===== src/hw/qawfc_consts.svh =====
// Overview of operation
// - correct answer lowers the failure tally by one, floor at zero.
// - wrong answer raises the failure tally by one, ceiling applies.
// - missing or incomplete answer raises tally and sets no-answer flag.
// - mode, window length or answer config change raises tally by one.
// - tally changes only in diagnostic, active or safe state.
// - tally below safing threshold keeps safing output permitted.
// - safing output works only when safing-drive enable is set.
// - tally at or above safing threshold drives safing low, sets flag.
// - fail-seen flag sets on every increment; clears the cycle after tally reads zero.
// - reset-on-fail with tally at reset threshold pulls mcu reset low.
// - tally equal reset threshold sets reset-fail, enters reset or safe.
// - power-on reset loads tally with 0x05.
// - new safing threshold in diagnostic also loads the tally.
// - tally saturates at 0xF against further increments.
// - tally saturates at 0x0 against further decrements.
// - challenge is 4-bit; question event on challenge register read.
// - spi fault on challenge read frame suppresses question event.
// - multi-answer response is four bytes, byte 3 down to byte 0.
// - countdown set to 0x3 entering window one, drops per byte.
// - single-answer mode takes one byte; countdown stays 0x1.
// - answer-mode select 1 means single-answer, 0 multi-answer.
// - every time-out starts a new sequence run on the next clock.
`ifndef QAWFC_CONSTS_SVH
`define QAWFC_CONSTS_SVH
`define QAWFC_TALLY_RST   4'h5
`define QAWFC_TALLY_MAX   4'hF
`define QAWFC_TALLY_MIN   4'h0
`define QAWFC_STEP        4'h1
`define QAWFC_CNT_MULTI   2'h3
`define QAWFC_CNT_SINGLE  2'h1
`define QAWFC_CNT_STEP    2'h1
`define QAWFC_CNT_ZERO    2'h0
`endif


===== src/hw/qawfc_pkg.sv =====
package qawfc_pkg;
  typedef enum logic [2:0] {
    QAWFC_ST_OTHER,
    QAWFC_ST_DIAG,
    QAWFC_ST_ACTIVE,
    QAWFC_ST_SAFE
  } qawfc_dev_state_t;
  typedef enum logic [1:0] {
    QAWFC_GO_NONE,
    QAWFC_GO_RESET,
    QAWFC_GO_SAFE
  } qawfc_req_t;
endpackage


===== src/hw/qawfc_top.sv =====
`timescale 1ns/1ps
`include "qawfc_consts.svh"
module qawfc_top (
  input  wire logic       I_CLK_SYS,
  input  wire logic       I_RESET,
  input  wire logic [2:0] I_DEV_STATE,
  input  wire logic       I_CORRECT_ANSWER,
  input  wire logic       I_WRONG_ANSWER,
  input  wire logic       I_TIME_OUT,
  input  wire logic       I_CFG_CHANGE,
  input  wire logic       I_ANSWER_MODE_SEL,
  input  wire logic       I_SAFING_DRIVE_ENABLE,
  input  wire logic       I_RESET_ON_FAIL_ENABLE,
  input  wire logic       I_SAFE_EXIT,
  input  wire logic       I_SAFING_TH_WR,
  input  wire logic [3:0] I_SAFING_TH_DATA,
  input  wire logic       I_RESET_TH_WR,
  input  wire logic [3:0] I_RESET_TH_DATA,
  input  wire logic       I_CHALLENGE_RD,
  input  wire logic       I_SPI_FAULT,
  input  wire logic [3:0] I_CHALLENGE_VALUE,
  input  wire logic       I_WIN1_ENTER,
  input  wire logic       I_RESPONSE_WR,
  input  wire logic [7:0] I_RESPONSE_BYTE,
  input  wire logic       I_NO_ANSWER_CLR,
  output logic      [3:0] O_FAILURE_TALLY,
  output logic      [3:0] O_SAFING_THRESHOLD,
  output logic      [3:0] O_RESET_THRESHOLD,
  output logic            O_FAIL_SEEN_FLAG,
  output logic            O_SAFING_FAIL_FLAG,
  output logic            O_RESET_FAIL_FLAG,
  output logic            O_NO_ANSWER_FLAG,
  output logic            O_SAFING_DRIVE_PIN,
  output logic            O_MCU_RESET_N_PIN,
  output logic      [1:0] O_STATE_REQ,
  output logic            O_NEW_RUN,
  output logic            O_QUESTION_EVENT,
  output logic      [3:0] O_CHALLENGE_VALUE,
  output logic      [1:0] O_RESPONSE_COUNTDOWN,
  output logic     [31:0] O_RESPONSE_WORD,
  output logic            O_FINAL_BYTE
);

  logic [3:0]  tally_r;
  logic [3:0]  tally_nxt;
  logic [3:0]  safing_th_r;
  logic [3:0]  reset_th_r;
  logic        fail_seen_r;
  logic        no_answer_r;
  logic        new_run_r;
  logic        question_r;
  logic [3:0]  challenge_r;
  logic [1:0]  countdown_r;
  logic [31:0] resp_word_r;
  logic        final_r;
  logic        upd_ok;
  logic        inc_ev;
  logic        dec_ev;
  logic        in_diag;
  logic        at_rst_th;
  logic        reset_hit_r;

  function automatic logic [3:0] sat_inc(input logic [3:0] v);
    sat_inc = (v == `QAWFC_TALLY_MAX) ? v : v + `QAWFC_STEP;
  endfunction

  function automatic logic [3:0] sat_dec(input logic [3:0] v);
    sat_dec = (v == `QAWFC_TALLY_MIN) ? v : v - `QAWFC_STEP;
  endfunction

  // state gate for tally updates
  assign upd_ok = (I_DEV_STATE == 3'(qawfc_pkg::QAWFC_ST_DIAG)) ||
                  (I_DEV_STATE == 3'(qawfc_pkg::QAWFC_ST_ACTIVE)) ||
                  (I_DEV_STATE == 3'(qawfc_pkg::QAWFC_ST_SAFE));
  assign in_diag = (I_DEV_STATE == 3'(qawfc_pkg::QAWFC_ST_DIAG));
  // wrong answer, time-out or config change each count one step
  assign inc_ev = I_WRONG_ANSWER || I_TIME_OUT || I_CFG_CHANGE;
  assign dec_ev = I_CORRECT_ANSWER && !inc_ev;

  always_comb begin
    tally_nxt = tally_r;
    if (I_SAFING_TH_WR && in_diag) begin
      tally_nxt = I_SAFING_TH_DATA;
    end else if (upd_ok && inc_ev) begin
      tally_nxt = sat_inc(tally_r);
    end else if (upd_ok && dec_ev) begin
      tally_nxt = sat_dec(tally_r);
    end
  end

  always_ff @(posedge I_CLK_SYS or posedge I_RESET) begin
    if (I_RESET) begin
      tally_r <= `QAWFC_TALLY_RST;
    end else begin
      tally_r <= tally_nxt;
    end
  end

  // thresholds writable in diagnostic only
  always_ff @(posedge I_CLK_SYS or posedge I_RESET) begin
    if (I_RESET) begin
      safing_th_r <= `QAWFC_TALLY_RST;
      reset_th_r  <= `QAWFC_TALLY_MAX;
    end else begin
      if (I_SAFING_TH_WR && in_diag) begin
        safing_th_r <= I_SAFING_TH_DATA;
      end
      if (I_RESET_TH_WR && in_diag) begin
        reset_th_r <= I_RESET_TH_DATA;
      end
    end
  end

  // fail-seen: set on increment, cleared once tally is back to zero
  always_ff @(posedge I_CLK_SYS or posedge I_RESET) begin
    if (I_RESET) begin
      fail_seen_r <= 1'b0;
    end else if (upd_ok && inc_ev && tally_r != `QAWFC_TALLY_MAX) begin
      fail_seen_r <= 1'b1;
    end else if (tally_r == `QAWFC_TALLY_MIN) begin
      fail_seen_r <= 1'b0;
    end
  end

  // no-answer flag: set wins over clear
  always_ff @(posedge I_CLK_SYS or posedge I_RESET) begin
    if (I_RESET) begin
      no_answer_r <= 1'b0;
    end else if (upd_ok && I_TIME_OUT) begin
      no_answer_r <= 1'b1;
    end else if (I_NO_ANSWER_CLR) begin
      no_answer_r <= 1'b0;
    end
  end

  assign at_rst_th = (tally_r == reset_th_r);

  // one-cycle state request on reaching the reset threshold
  always_ff @(posedge I_CLK_SYS or posedge I_RESET) begin
    if (I_RESET) begin
      reset_hit_r <= 1'b0;
      O_STATE_REQ <= 2'(qawfc_pkg::QAWFC_GO_NONE);
    end else begin
      reset_hit_r <= at_rst_th;
      O_STATE_REQ <= 2'(qawfc_pkg::QAWFC_GO_NONE);
      if (at_rst_th && upd_ok) begin
        if (I_RESET_ON_FAIL_ENABLE &&
            (!reset_hit_r || I_SAFE_EXIT) &&
            (I_DEV_STATE != 3'(qawfc_pkg::QAWFC_ST_SAFE) || I_SAFE_EXIT)) begin
          O_STATE_REQ <= 2'(qawfc_pkg::QAWFC_GO_RESET);
        end else if (!I_RESET_ON_FAIL_ENABLE && !reset_hit_r &&
                     I_DEV_STATE != 3'(qawfc_pkg::QAWFC_ST_SAFE)) begin
          O_STATE_REQ <= 2'(qawfc_pkg::QAWFC_GO_SAFE);
        end
      end
    end
  end

  // status and pins from flops
  always_ff @(posedge I_CLK_SYS or posedge I_RESET) begin
    if (I_RESET) begin
      O_SAFING_FAIL_FLAG <= 1'b1;
      O_RESET_FAIL_FLAG  <= 1'b0;
      O_SAFING_DRIVE_PIN <= 1'b0;
      O_MCU_RESET_N_PIN  <= 1'b1;
    end else begin
      O_SAFING_FAIL_FLAG <= (tally_r >= safing_th_r);
      O_RESET_FAIL_FLAG  <= at_rst_th;
      O_SAFING_DRIVE_PIN <= I_SAFING_DRIVE_ENABLE && (tally_r < safing_th_r);
      O_MCU_RESET_N_PIN  <= !(I_RESET_ON_FAIL_ENABLE && at_rst_th);
    end
  end

  // new run after time-out, config change or final byte
  always_ff @(posedge I_CLK_SYS or posedge I_RESET) begin
    if (I_RESET) begin
      new_run_r <= 1'b0;
    end else begin
      new_run_r <= I_TIME_OUT || I_CFG_CHANGE || final_r;
    end
  end

  // question event unless the frame faulted
  always_ff @(posedge I_CLK_SYS or posedge I_RESET) begin
    if (I_RESET) begin
      question_r  <= 1'b0;
      challenge_r <= 4'h0;
    end else begin
      question_r <= I_CHALLENGE_RD && !I_SPI_FAULT;
      if (I_CHALLENGE_RD && !I_SPI_FAULT) begin
        challenge_r <= I_CHALLENGE_VALUE;
      end
    end
  end

  // response byte countdown and word assembly
  always_ff @(posedge I_CLK_SYS or posedge I_RESET) begin
    if (I_RESET) begin
      countdown_r <= `QAWFC_CNT_MULTI;
      resp_word_r <= 32'h0000_0000;
      final_r     <= 1'b0;
    end else begin
      final_r <= 1'b0;
      if (I_ANSWER_MODE_SEL) begin
        countdown_r <= `QAWFC_CNT_SINGLE;
        if (I_RESPONSE_WR) begin
          resp_word_r <= {24'h00_0000, I_RESPONSE_BYTE};
          final_r     <= 1'b1;
        end
      end else if (I_WIN1_ENTER) begin
        countdown_r <= `QAWFC_CNT_MULTI;
      end else if (I_RESPONSE_WR) begin
        // byte 3 first down to byte 0
        resp_word_r <= {resp_word_r[23:0], I_RESPONSE_BYTE};
        if (countdown_r == `QAWFC_CNT_ZERO) begin
          final_r <= 1'b1;
        end else begin
          countdown_r <= countdown_r - `QAWFC_CNT_STEP;
        end
      end
    end
  end

  assign O_FAILURE_TALLY      = tally_r;
  assign O_SAFING_THRESHOLD   = safing_th_r;
  assign O_RESET_THRESHOLD    = reset_th_r;
  assign O_FAIL_SEEN_FLAG     = fail_seen_r;
  assign O_NO_ANSWER_FLAG     = no_answer_r;
  assign O_NEW_RUN            = new_run_r;
  assign O_QUESTION_EVENT     = question_r;
  assign O_CHALLENGE_VALUE    = challenge_r;
  assign O_RESPONSE_COUNTDOWN = countdown_r;
  assign O_RESPONSE_WORD      = resp_word_r;
  assign O_FINAL_BYTE         = final_r;
endmodule


===== config.mk =====
export PLATFORM = sky130hd
export DESIGN_NAME = qawfc_top
export DESIGN_NICKNAME = d
export VERILOG_FILES = /design/src/hw/qawfc_pkg.sv /design/src/hw/qawfc_top.sv
export VERILOG_INCLUDE_DIRS = /design/src /design/src/hw
export SDC_FILE = /design/constraint.sdc
export NUM_CORES = 1
export LEC_CHECK = 0
export ABC_AREA = 1
export BUFFER_PORTS_ARGS = -buffer_cell sky130_fd_sc_hd__buf_2
export CAP_MARGIN = 10
export CELL_PAD_IN_SITES_DETAIL_PLACEMENT = 0
export CELL_PAD_IN_SITES_GLOBAL_PLACEMENT = 1
export CORE_MARGIN = 2
export CORE_UTILIZATION = 33
export DETAILED_ROUTE_END_ITERATION = 10
export PLACE_DENSITY_LB_ADDON = 0.08
export SLEW_MARGIN = 15
export SYNTH_ARGS = -nofsm -noshare
export SYNTH_HDL_FRONTEND = slang
export SYNTH_SLANG_ARGS = --single-unit

===== constraint.sdc =====
create_clock -name I_CLK_SYS -period 1.9 [get_ports I_CLK_SYS]
set_input_delay 0.38 -clock I_CLK_SYS [delete_from_list [all_inputs] [get_ports I_CLK_SYS]]
set_output_delay 0.38 -clock I_CLK_SYS [all_outputs]
set_load 0.03 [all_outputs]

* Word level (Yosys, flattened, before mapping)
Index checks and enable logic that the tools add are counted.
Storage, ports and cells: register bits after elaboration 61, bits of input ports 40, output and inout port bits 61, word-level logic and storage cells 94
Operators by class: add/sub/neg operators 3, order comparisons 2, eq/ne operators 11, muxes and demuxes 25, reduce and logical (&&, ||, !) cells 37
Operators with widths (count):
- $mux W32 | 4
- $mux W4 | 5
- $logic_and A1 B1 Y1 | 15
- $mux W2 | 7
- $mux W1 | 9
- $ne A3 B3 Y1 const B | 3
- $logic_or A1 B1 Y1 | 8
- $eq A3 B2 Y1 const B | 2
- $reduce_bool A3 Y1 | 2
- $logic_not A1 Y1 | 5
- $add A4 B1 Y4 const B | 1
- $eq A4 B4 Y1 | 1
- $eq A4 B4 Y1 const B | 1
- $ge A4 B4 Y1 | 1
- $logic_not A4 Y1 | 1
- $lt A4 B4 Y1 | 1
- $ne A4 B4 Y1 const B | 1
- $reduce_and A2 Y1 | 2
- $reduce_bool A2 Y1 | 2
- $sub A4 B1 Y4 const B | 1
- $eq A3 B1 Y1 const B | 1
- $ne A3 B2 Y1 const B | 1
- $reduce_and A3 Y1 | 1
- $logic_not A2 Y1 | 1
- 2 further kinds | 2

* Logic depth before layout (Yosys ltp)
Gate-level depths: netlist (run 1).
depth in word-level cells 8, depth in mapped cells 14

* Worst setup path after synthesis (run 1)
OpenSTA, ideal clock, no wires.
path kind input-to-reg, start point input port I_DEV_STATE[2], end point register tally_r[3], in the netlist O_FAILURE_TALLY[3], library setup time 0.117 ns, data arrival time 1.548 ns, setup slack 0.236 ns, stages on the path 13, path buffers 0, cells stage by stage inv_2 > nand2_1 > nand2_4 > nand2_2 > ha_1 > nand2_1 > nand2_1 > a21oi_1 > nand3_1 > nand3_1 > nand2_1 > nand2_1 > nand2_1
Between the ends: longest elaborated chain between the ends 6
RTL lines:
- from (decl) | line qawfc_top.sv:6 | input wire logic [2:0] I_DEV_STATE,
- $eq A3 B1 Y1 or $eq A3 B2 Y1 (tied branches) | line qawfc_top.sv:72, qawfc_top.sv:75, qawfc_top.sv:73
- $logic_or A1 B1 Y1 | line qawfc_top.sv:72 | assign upd_ok = (I_DEV_STATE == 3'(qawfc_pkg::QAWFC_ST_DIAG)) ||
- $logic_or A1 B1 Y1 | line qawfc_top.sv:73 | (I_DEV_STATE == 3'(qawfc_pkg::QAWFC_ST_ACTIVE)) ||
- $logic_and A1 B1 Y1, on equally long branches | line qawfc_top.sv:84, qawfc_top.sv:86
- $ne A3 B3 Y1 (no source line) (tied with other cells)
- $reduce_and A3 Y1 (no source line) or $mux W4 (tied branches)
- to (signal assigned) | line qawfc_top.sv:93 | tally_r <= `QAWFC_TALLY_RST;
- to (signal assigned) | line qawfc_top.sv:95 | tally_r <= tally_nxt;
- to (decl) | line qawfc_top.sv:44 | logic [3:0] tally_r;
Parallel ways exist; a longest one is shown, timed or not. A chain may end at the register's enable or synchronous reset.

* Worst setup path after layout (run 1)
start point register tally_r[2], in the netlist O_FAILURE_TALLY[2], end point register tally_r[3], in the netlist O_FAILURE_TALLY[3]
Between the ends: longest elaborated chain between the ends 5
RTL lines:
- $sub A4 B1 Y4 (no source line)
- $mux W4 (no source line)
- $mux W4 | line qawfc_top.sv:86 | end else if (upd_ok && dec_ev) begin
- $mux W4 | line qawfc_top.sv:84 | end else if (upd_ok && inc_ev) begin
- $mux W4 | line qawfc_top.sv:82 | if (I_SAFING_TH_WR && in_diag) begin
Parallel ways exist; a longest one is shown, timed or not. The select of a mux whose other input is x is not followed.

==> results of run 1 <==
==> worst max-delay path, delay by kind of cell, from the launching register on <==
family | cells | cell delay [ns]
and+or+nand+nor | 7 | 0.48
adders and majority gates | 1 | 0.29
DFF | 1 | 0.63
AOI/OAI and AO/OA | 1 | 0.14
==> worst paths after layout <==
check | to
worst max-delay path | O_FAILURE_TALLY[3]
worst min-delay path | O_FAILURE_TALLY[3]
worst max register to register | O_FAILURE_TALLY[3]
worst min register to register | O_NEW_RUN
max in group asynchronous | O_MCU_RESET_N_PIN
min in group I_CLK_SYS | O_MCU_RESET_N_PIN
==> cell families (layout without fill, tap and decap cells) <==
family / after synthesis / count (layout) / synth area share [%]
xor gates and xnor gates: 5 / 5 / 2.15
AOI/OAI and AO/OA: 50 / 50 / 10.6
buffers and inverters: 57 / 171 / 8.60
adders and majority gates: 8 / 8 / 3.93
muxes: 3 / 3 / 1.23
DFF: 61 / 61 / 56.3
and+or+nand+nor: 103 / 103 / 17.2
==> cell usage after synthesis (all sizes together) (2+ instances only) <==
master | n | share of area (%)
a21oi | 4 | 0.73
ha | 7 | 3.2
nand4 | 2 | 0.46
nor2 | 13 | 2.1
o21ai | 29 | 5.9
nand2 | 71 | 11
xnor2 | 3 | 1.2
inv | 50 | 6.9
nand3 | 13 | 2.8
buf | 7 | 1.7
o22ai | 16 | 3.7
xor2 | 2 | 0.91
dfrtp | 49 | 45
dfstp | 12 | 12
mux2 | 3 | 1.2
==> final cells by class <==
class                      instances  share of cell area [%]
clock inverter                     6                    2.03
tap                              105                    3.68
sequential                        61                    43.2
clock buffer                      10                    3.57
inverter                          50                    5.26
multi-input combinational        169                    26.9
timing repair buffer             105                    15.4
==> registers in the layout, summed over array words and instances (netlist names), 2 cells and up <==
register / cells
O_RESET_THRESHOLD: 4
O_RESPONSE_WORD: 32
O_STATE_REQ: 2
O_CHALLENGE_VALUE: 4
O_RESPONSE_COUNTDOWN: 2
O_FAILURE_TALLY: 4
O_SAFING_THRESHOLD: 4
==> per-stage QoR <==
stage | hold WS, ns | setup slack [ns] | cells
floorplan | 0.423 | 0.0268 | 287
global placement | 0.460 | 0.110 | 490
detailed placement | 0.455 | 0.0658 | 490
CTS | 0.103 | 0.244 | 506
global route | 0.125 | 0.127 | 506
finish | 0.0995 | 0.265 | 506
==> metal layers <==
layer	vias to the layer above	wire (um)	GRT usage, %
met5	-	0	0
met4	0	92	6.88
met3	8	499	4.74
met2	65	2790	21.5
met1	1001	3070	20.9
li1	1140	-	-
==> cell usage in the layout, fill, tap and decap left out, drive strengths merged, types with 2 or more instances in the layout <==
master / n
a21oi: 4
buf: 105
clkbuf: 10
clkinv: 3
dfrtp: 49
dfstp: 12
ha: 7
inv: 51
mux2: 3
nand2: 71
nand3: 13
nand4: 2
nor2: 13
o21ai: 29
o22ai: 16
xnor2: 3
xor2: 2
==> power groups by stage <==
stage                     Combinational, mW  Clock (mW)  Sequential [mW]
after floorplan                       0.732           0             2.09
after detailed placement               1.43           0             1.77
final                                  1.43        1.17             1.74
after global routing                   1.62        1.25             1.78
after CTS                              1.45        1.21             1.75
after global placement                 1.43           0             1.77
==> reports/results.ini, run 1 <==
[finish]
final_cell_area_mm2=0.00357
antenna_cells=0
nets=444
register_area_mm2=0.00154
syn_to_final_growth_pct=30.5
nFillCells=834
drive_above_1_share_pct=38.2
multi_input_area_um2=960
fin_util_pct=43.9

[placement]
place_congestion=0.771
placed_cell_area_mm2=0.00337
port-buffer-count=100
hpwl_um=4650

[critical_path]
r2r_cells=9
crit_path_end_kind=flip-flop
cp-startpoint=O_FAILURE_TALLY[2]
worst_path_largest_cell_delay_ns=0.63
r2r-start=O_FAILURE_TALLY[2]
crit_top_cell=nand2_1
worstPathArrival_ns=1.87
cp-start-kind=flip-flop
path_max_fanout=7
crit_type=flip-flop to flip-flop
path_cells=ha_1 -> nand2_1 -> nand2_1 -> a21oi_1 -> nand3_1 -> nand3_1 -> nand2_1 -> nand2_1 -> nand2_1
required_ns=2.13
r2r_slack_ns=0.26
slowest_stage=dfstp_2

[timing]
fmax_mhz=612
skew_ns=0.00944
min_period_over_period_pct=86.1
slew_violations=0
setup_tns_ns=0
hold_violations=0
fin_crit_ns=1.64
slew_headroom_pct=65.6
rsz0062_at_grt=no
tightest_slew_ns=0.516
setup_viol=0

[power]
power.internal_mw=2.66
pwr-share-seq_pct=40.2
power_density_mw_per_mm2=1220
power_frac_clock_pct=26.9
total_power_mw=4.34
switching_share_pct=38.7
power_frac_comb_pct=32.9
irDropWorstVdd_uv=406
p_leak_nw=1.92
net-switching-power_mw=1.68

[drt]
wl_per_cell_um=12.7
ant_nets=0
vias=2214
routed_wl_um=6450
firstDrtPassIters=6
post-route-drc-count=0
drtIter0Drc=49
viasPerCell=4.38

[floorplan]
die_h_um=95.1
io_pins=101
num_rows=33
start_util_pct=33.6
core_mm2=0.00813
dieWidth_um=95.1
dieArea_mm2=0.00904

[job]
maxCapViolations=0

[clock_tree]
cts_tree=built
ctsHtreeMaxLevel=3
clk_pin_slew_ns=0.08
clock_path_buffers=2
cts_hold_buf=0
post-cts-setup-buffers=0
numCtsBuffers=9
cts-root-buf=clkbuf_8
post_cts_resized=0
clock-sinks=61
clock_latency_ns=0.34

[global_route]
overflow=0
grt_start_max_net_pins=62
grt_pass1_wl_um=10400
grt_usage_pct=15.1
grt_antenna_before_repair=0
grt_pass1_vias=2152

[run_status]
outcome=completed

[synth]
synth_area_mm2=0.00274
synth_edf_count=0
syn_avg_cell_area_um2=9.53
synthFlopType=dfrtp_1
yosysSeqAreaShare_pct=56.3
yosysUniqueCellTypes=32
synth_cells=287
synth-seq-cells=61
async_reset_ff_share_pct=100
yosys_warnings=0
syn_nets=335

[worst_hold_path]
hold_path_class=input pin to asynchronous set/reset pin

(Power assumes the default switching activity.)
==> run 2, diff against run 1 <==
--- a/config.mk
+++ b/config.mk
@@ -12,7 +12,7 @@
 export CELL_PAD_IN_SITES_DETAIL_PLACEMENT = 0
 export CELL_PAD_IN_SITES_GLOBAL_PLACEMENT = 1
 export CORE_MARGIN = 2
-export CORE_UTILIZATION = 33
+export CORE_UTILIZATION = 39
 export DETAILED_ROUTE_END_ITERATION = 10
 export PLACE_DENSITY_LB_ADDON = 0.08
 export SLEW_MARGIN = 15
==> constraint.sdc (replaced) <==
create_clock -name I_CLK_SYS -period 1.92 [get_ports I_CLK_SYS]
set_input_delay 0.384 -clock I_CLK_SYS [delete_from_list [all_inputs] [get_ports I_CLK_SYS]]
set_output_delay 0.384 -clock I_CLK_SYS [all_outputs]
set_load 0.03 [all_outputs]
==> run 2 against run 1 <==
Net effect: maximum frequency is 2.2% lower; via count is 0.54% higher; worst hold slack worse by 0.086 ns; first-iteration DRC count is 140% higher; wire length is 4.0% lower; combinational power hardly changed; clock-buffer cell count stayed put; flip-flop and latch count stayed put; largest cell class unchanged.
==> reports/results.ini, run 2 (synthesis results as in run 1) <==
[power]
power_density_mw_per_mm2=1170
irDropWorstVdd_uv=385
total_power_mw=4.12
p_leak_nw=1.91

[placement]
port-buffer-count=100
hpwl_um=4600
place_congestion=0.793
dp_slack_ns=0.00121

[timing]
skew_ns=0.00889
fmax_mhz=598
fin_crit_ns=1.67
min_period_over_period_pct=87.1
setup_tns_ns=0
setup_viol=0
worst_slack_ns=0.248
tightest_slew_ns=0.529
rsz0062_at_grt=no
slew_headroom_pct=64.7
slew_violations=0
hold_violations=0

[floorplan]
core_mm2=0.00679
start_util_pct=40.3
num_rows=30
dieArea_mm2=0.00770
dieWidth_um=87.8
io_pins=101
die_h_um=87.8

[critical_path]
required_ns=2.15
cp-start-kind=flip-flop
crit_path_end_kind=flip-flop
path_max_fanout=7
crit_type=flip-flop to flip-flop
worstPathArrival_ns=1.90

[finish]
syn_to_final_growth_pct=29.1
final_cell_mix=buf_2 (100), nand2_1 (66), dfrtp_1 (49)
nets=445
final_common_cell=buf_2
antenna_cells=0
drive_above_1_share_pct=38.3
largest_reg_flops=32

[clock_tree]
cts_tree=built
cts_hold_buf=0
post-cts-setup-buffers=0
clock_path_buffers=2
clock_latency_ns=0.34
cts-root-buf=clkbuf_8
clock-sinks=61
numCtsBuffers=9
ctsHtreeMaxLevel=3
clk_pin_slew_ns=0.07
post_cts_resized=0

[drt]
wl_per_cell_um=12.4
wl_met2_um=2700
routed_wl_um=6200
dr.max_layer_used=met4
vias=2226
routed-wl-met3_um=451
firstDrtPassIters=6
post-route-drc-count=0
m1WireLength_um=2910
drtIter0Drc=117
viasPerCell=4.47
ant_nets=0

[job]
maxCapViolations=0

[run_status]
outcome=completed

[global_route]
grt_pass1_wl_um=9920
grt_antenna_before_repair=0
grt_start_max_net_pins=33
grt_usage_pct=16.9
grt_pass1_vias=2078
overflow=0

[worst_hold_path]
hold_path_class=input pin to asynchronous set/reset pin

[run 2: layout make-up]
type,instances,area [um2]
inverters,50,188
fillers,673,3260
well taps,96,120
flip-flops and latches,61,1540
clock buffers,10,128
clock inverters,6,38.8
multi-input cells,169,960
repair buffers,106,558
[run 2: per-stage QoR]
stage | utilization [%] | instance area (um2) | hold slack, ns | std cells
after CTS | 52.0 | 3530 | 0.0212 | 498
after global placement | 49.6 | 3370 | 0.387 | 482
after global routing | 52.0 | 3530 | 0.0362 | 498
final | 52.0 | 3530 | 0.0136 | 498
after floorplan | - | 2740 | 0.427 | 287
after detailed placement | 49.6 | 3370 | 0.392 | 482
[run 2: final timing paths]
check	slack, ns	depth (start not counted)	to	startpoint
setup / recovery	0.25	9	O_FAILURE_TALLY[3]	O_FAILURE_TALLY[2]
max in group asynchronous	1.29	3	O_FAILURE_TALLY[0]	I_RESET
hold reg to reg	0.47	2	O_CHALLENGE_VALUE[3]	O_CHALLENGE_VALUE[3]
min in group I_CLK_SYS	0.21	2	O_MCU_RESET_N_PIN	I_RESET_ON_FAIL_ENABLE
hold / removal	0.01	2	O_RESPONSE_WORD[25]	I_RESET
setup reg to reg	0.25	9	O_FAILURE_TALLY[3]	O_FAILURE_TALLY[2]
[run 2: layer usage]
metal | vias to the layer above | global-route usage, %
met4 | 0 | 8.81
met2 | 68 | 24.4
met3 | 11 | 4.71
met1 | 1006 | 23.3
li1 | 1141 | -
met5 | - | 0
[run 2: critical path: stages (launching register included)]
cell and delay (ns):
dfstp_2 0.61, ha_1 0.29, nand2_1 0.10, nand2_1 0.05, a21oi_1 0.15, nand3_1 0.12
nand3_1 0.10, nand2_1 0.05, nand2_1 0.05, nand2_1 0.04
[run 2: power by group]
group          switching, mW  leakage, nW  internal (mW)
Clock                  0.519       0.0824          0.465
Sequential             0.197        0.764           1.52
Combinational          0.919         1.06          0.500
Total                   1.64         1.91           2.49
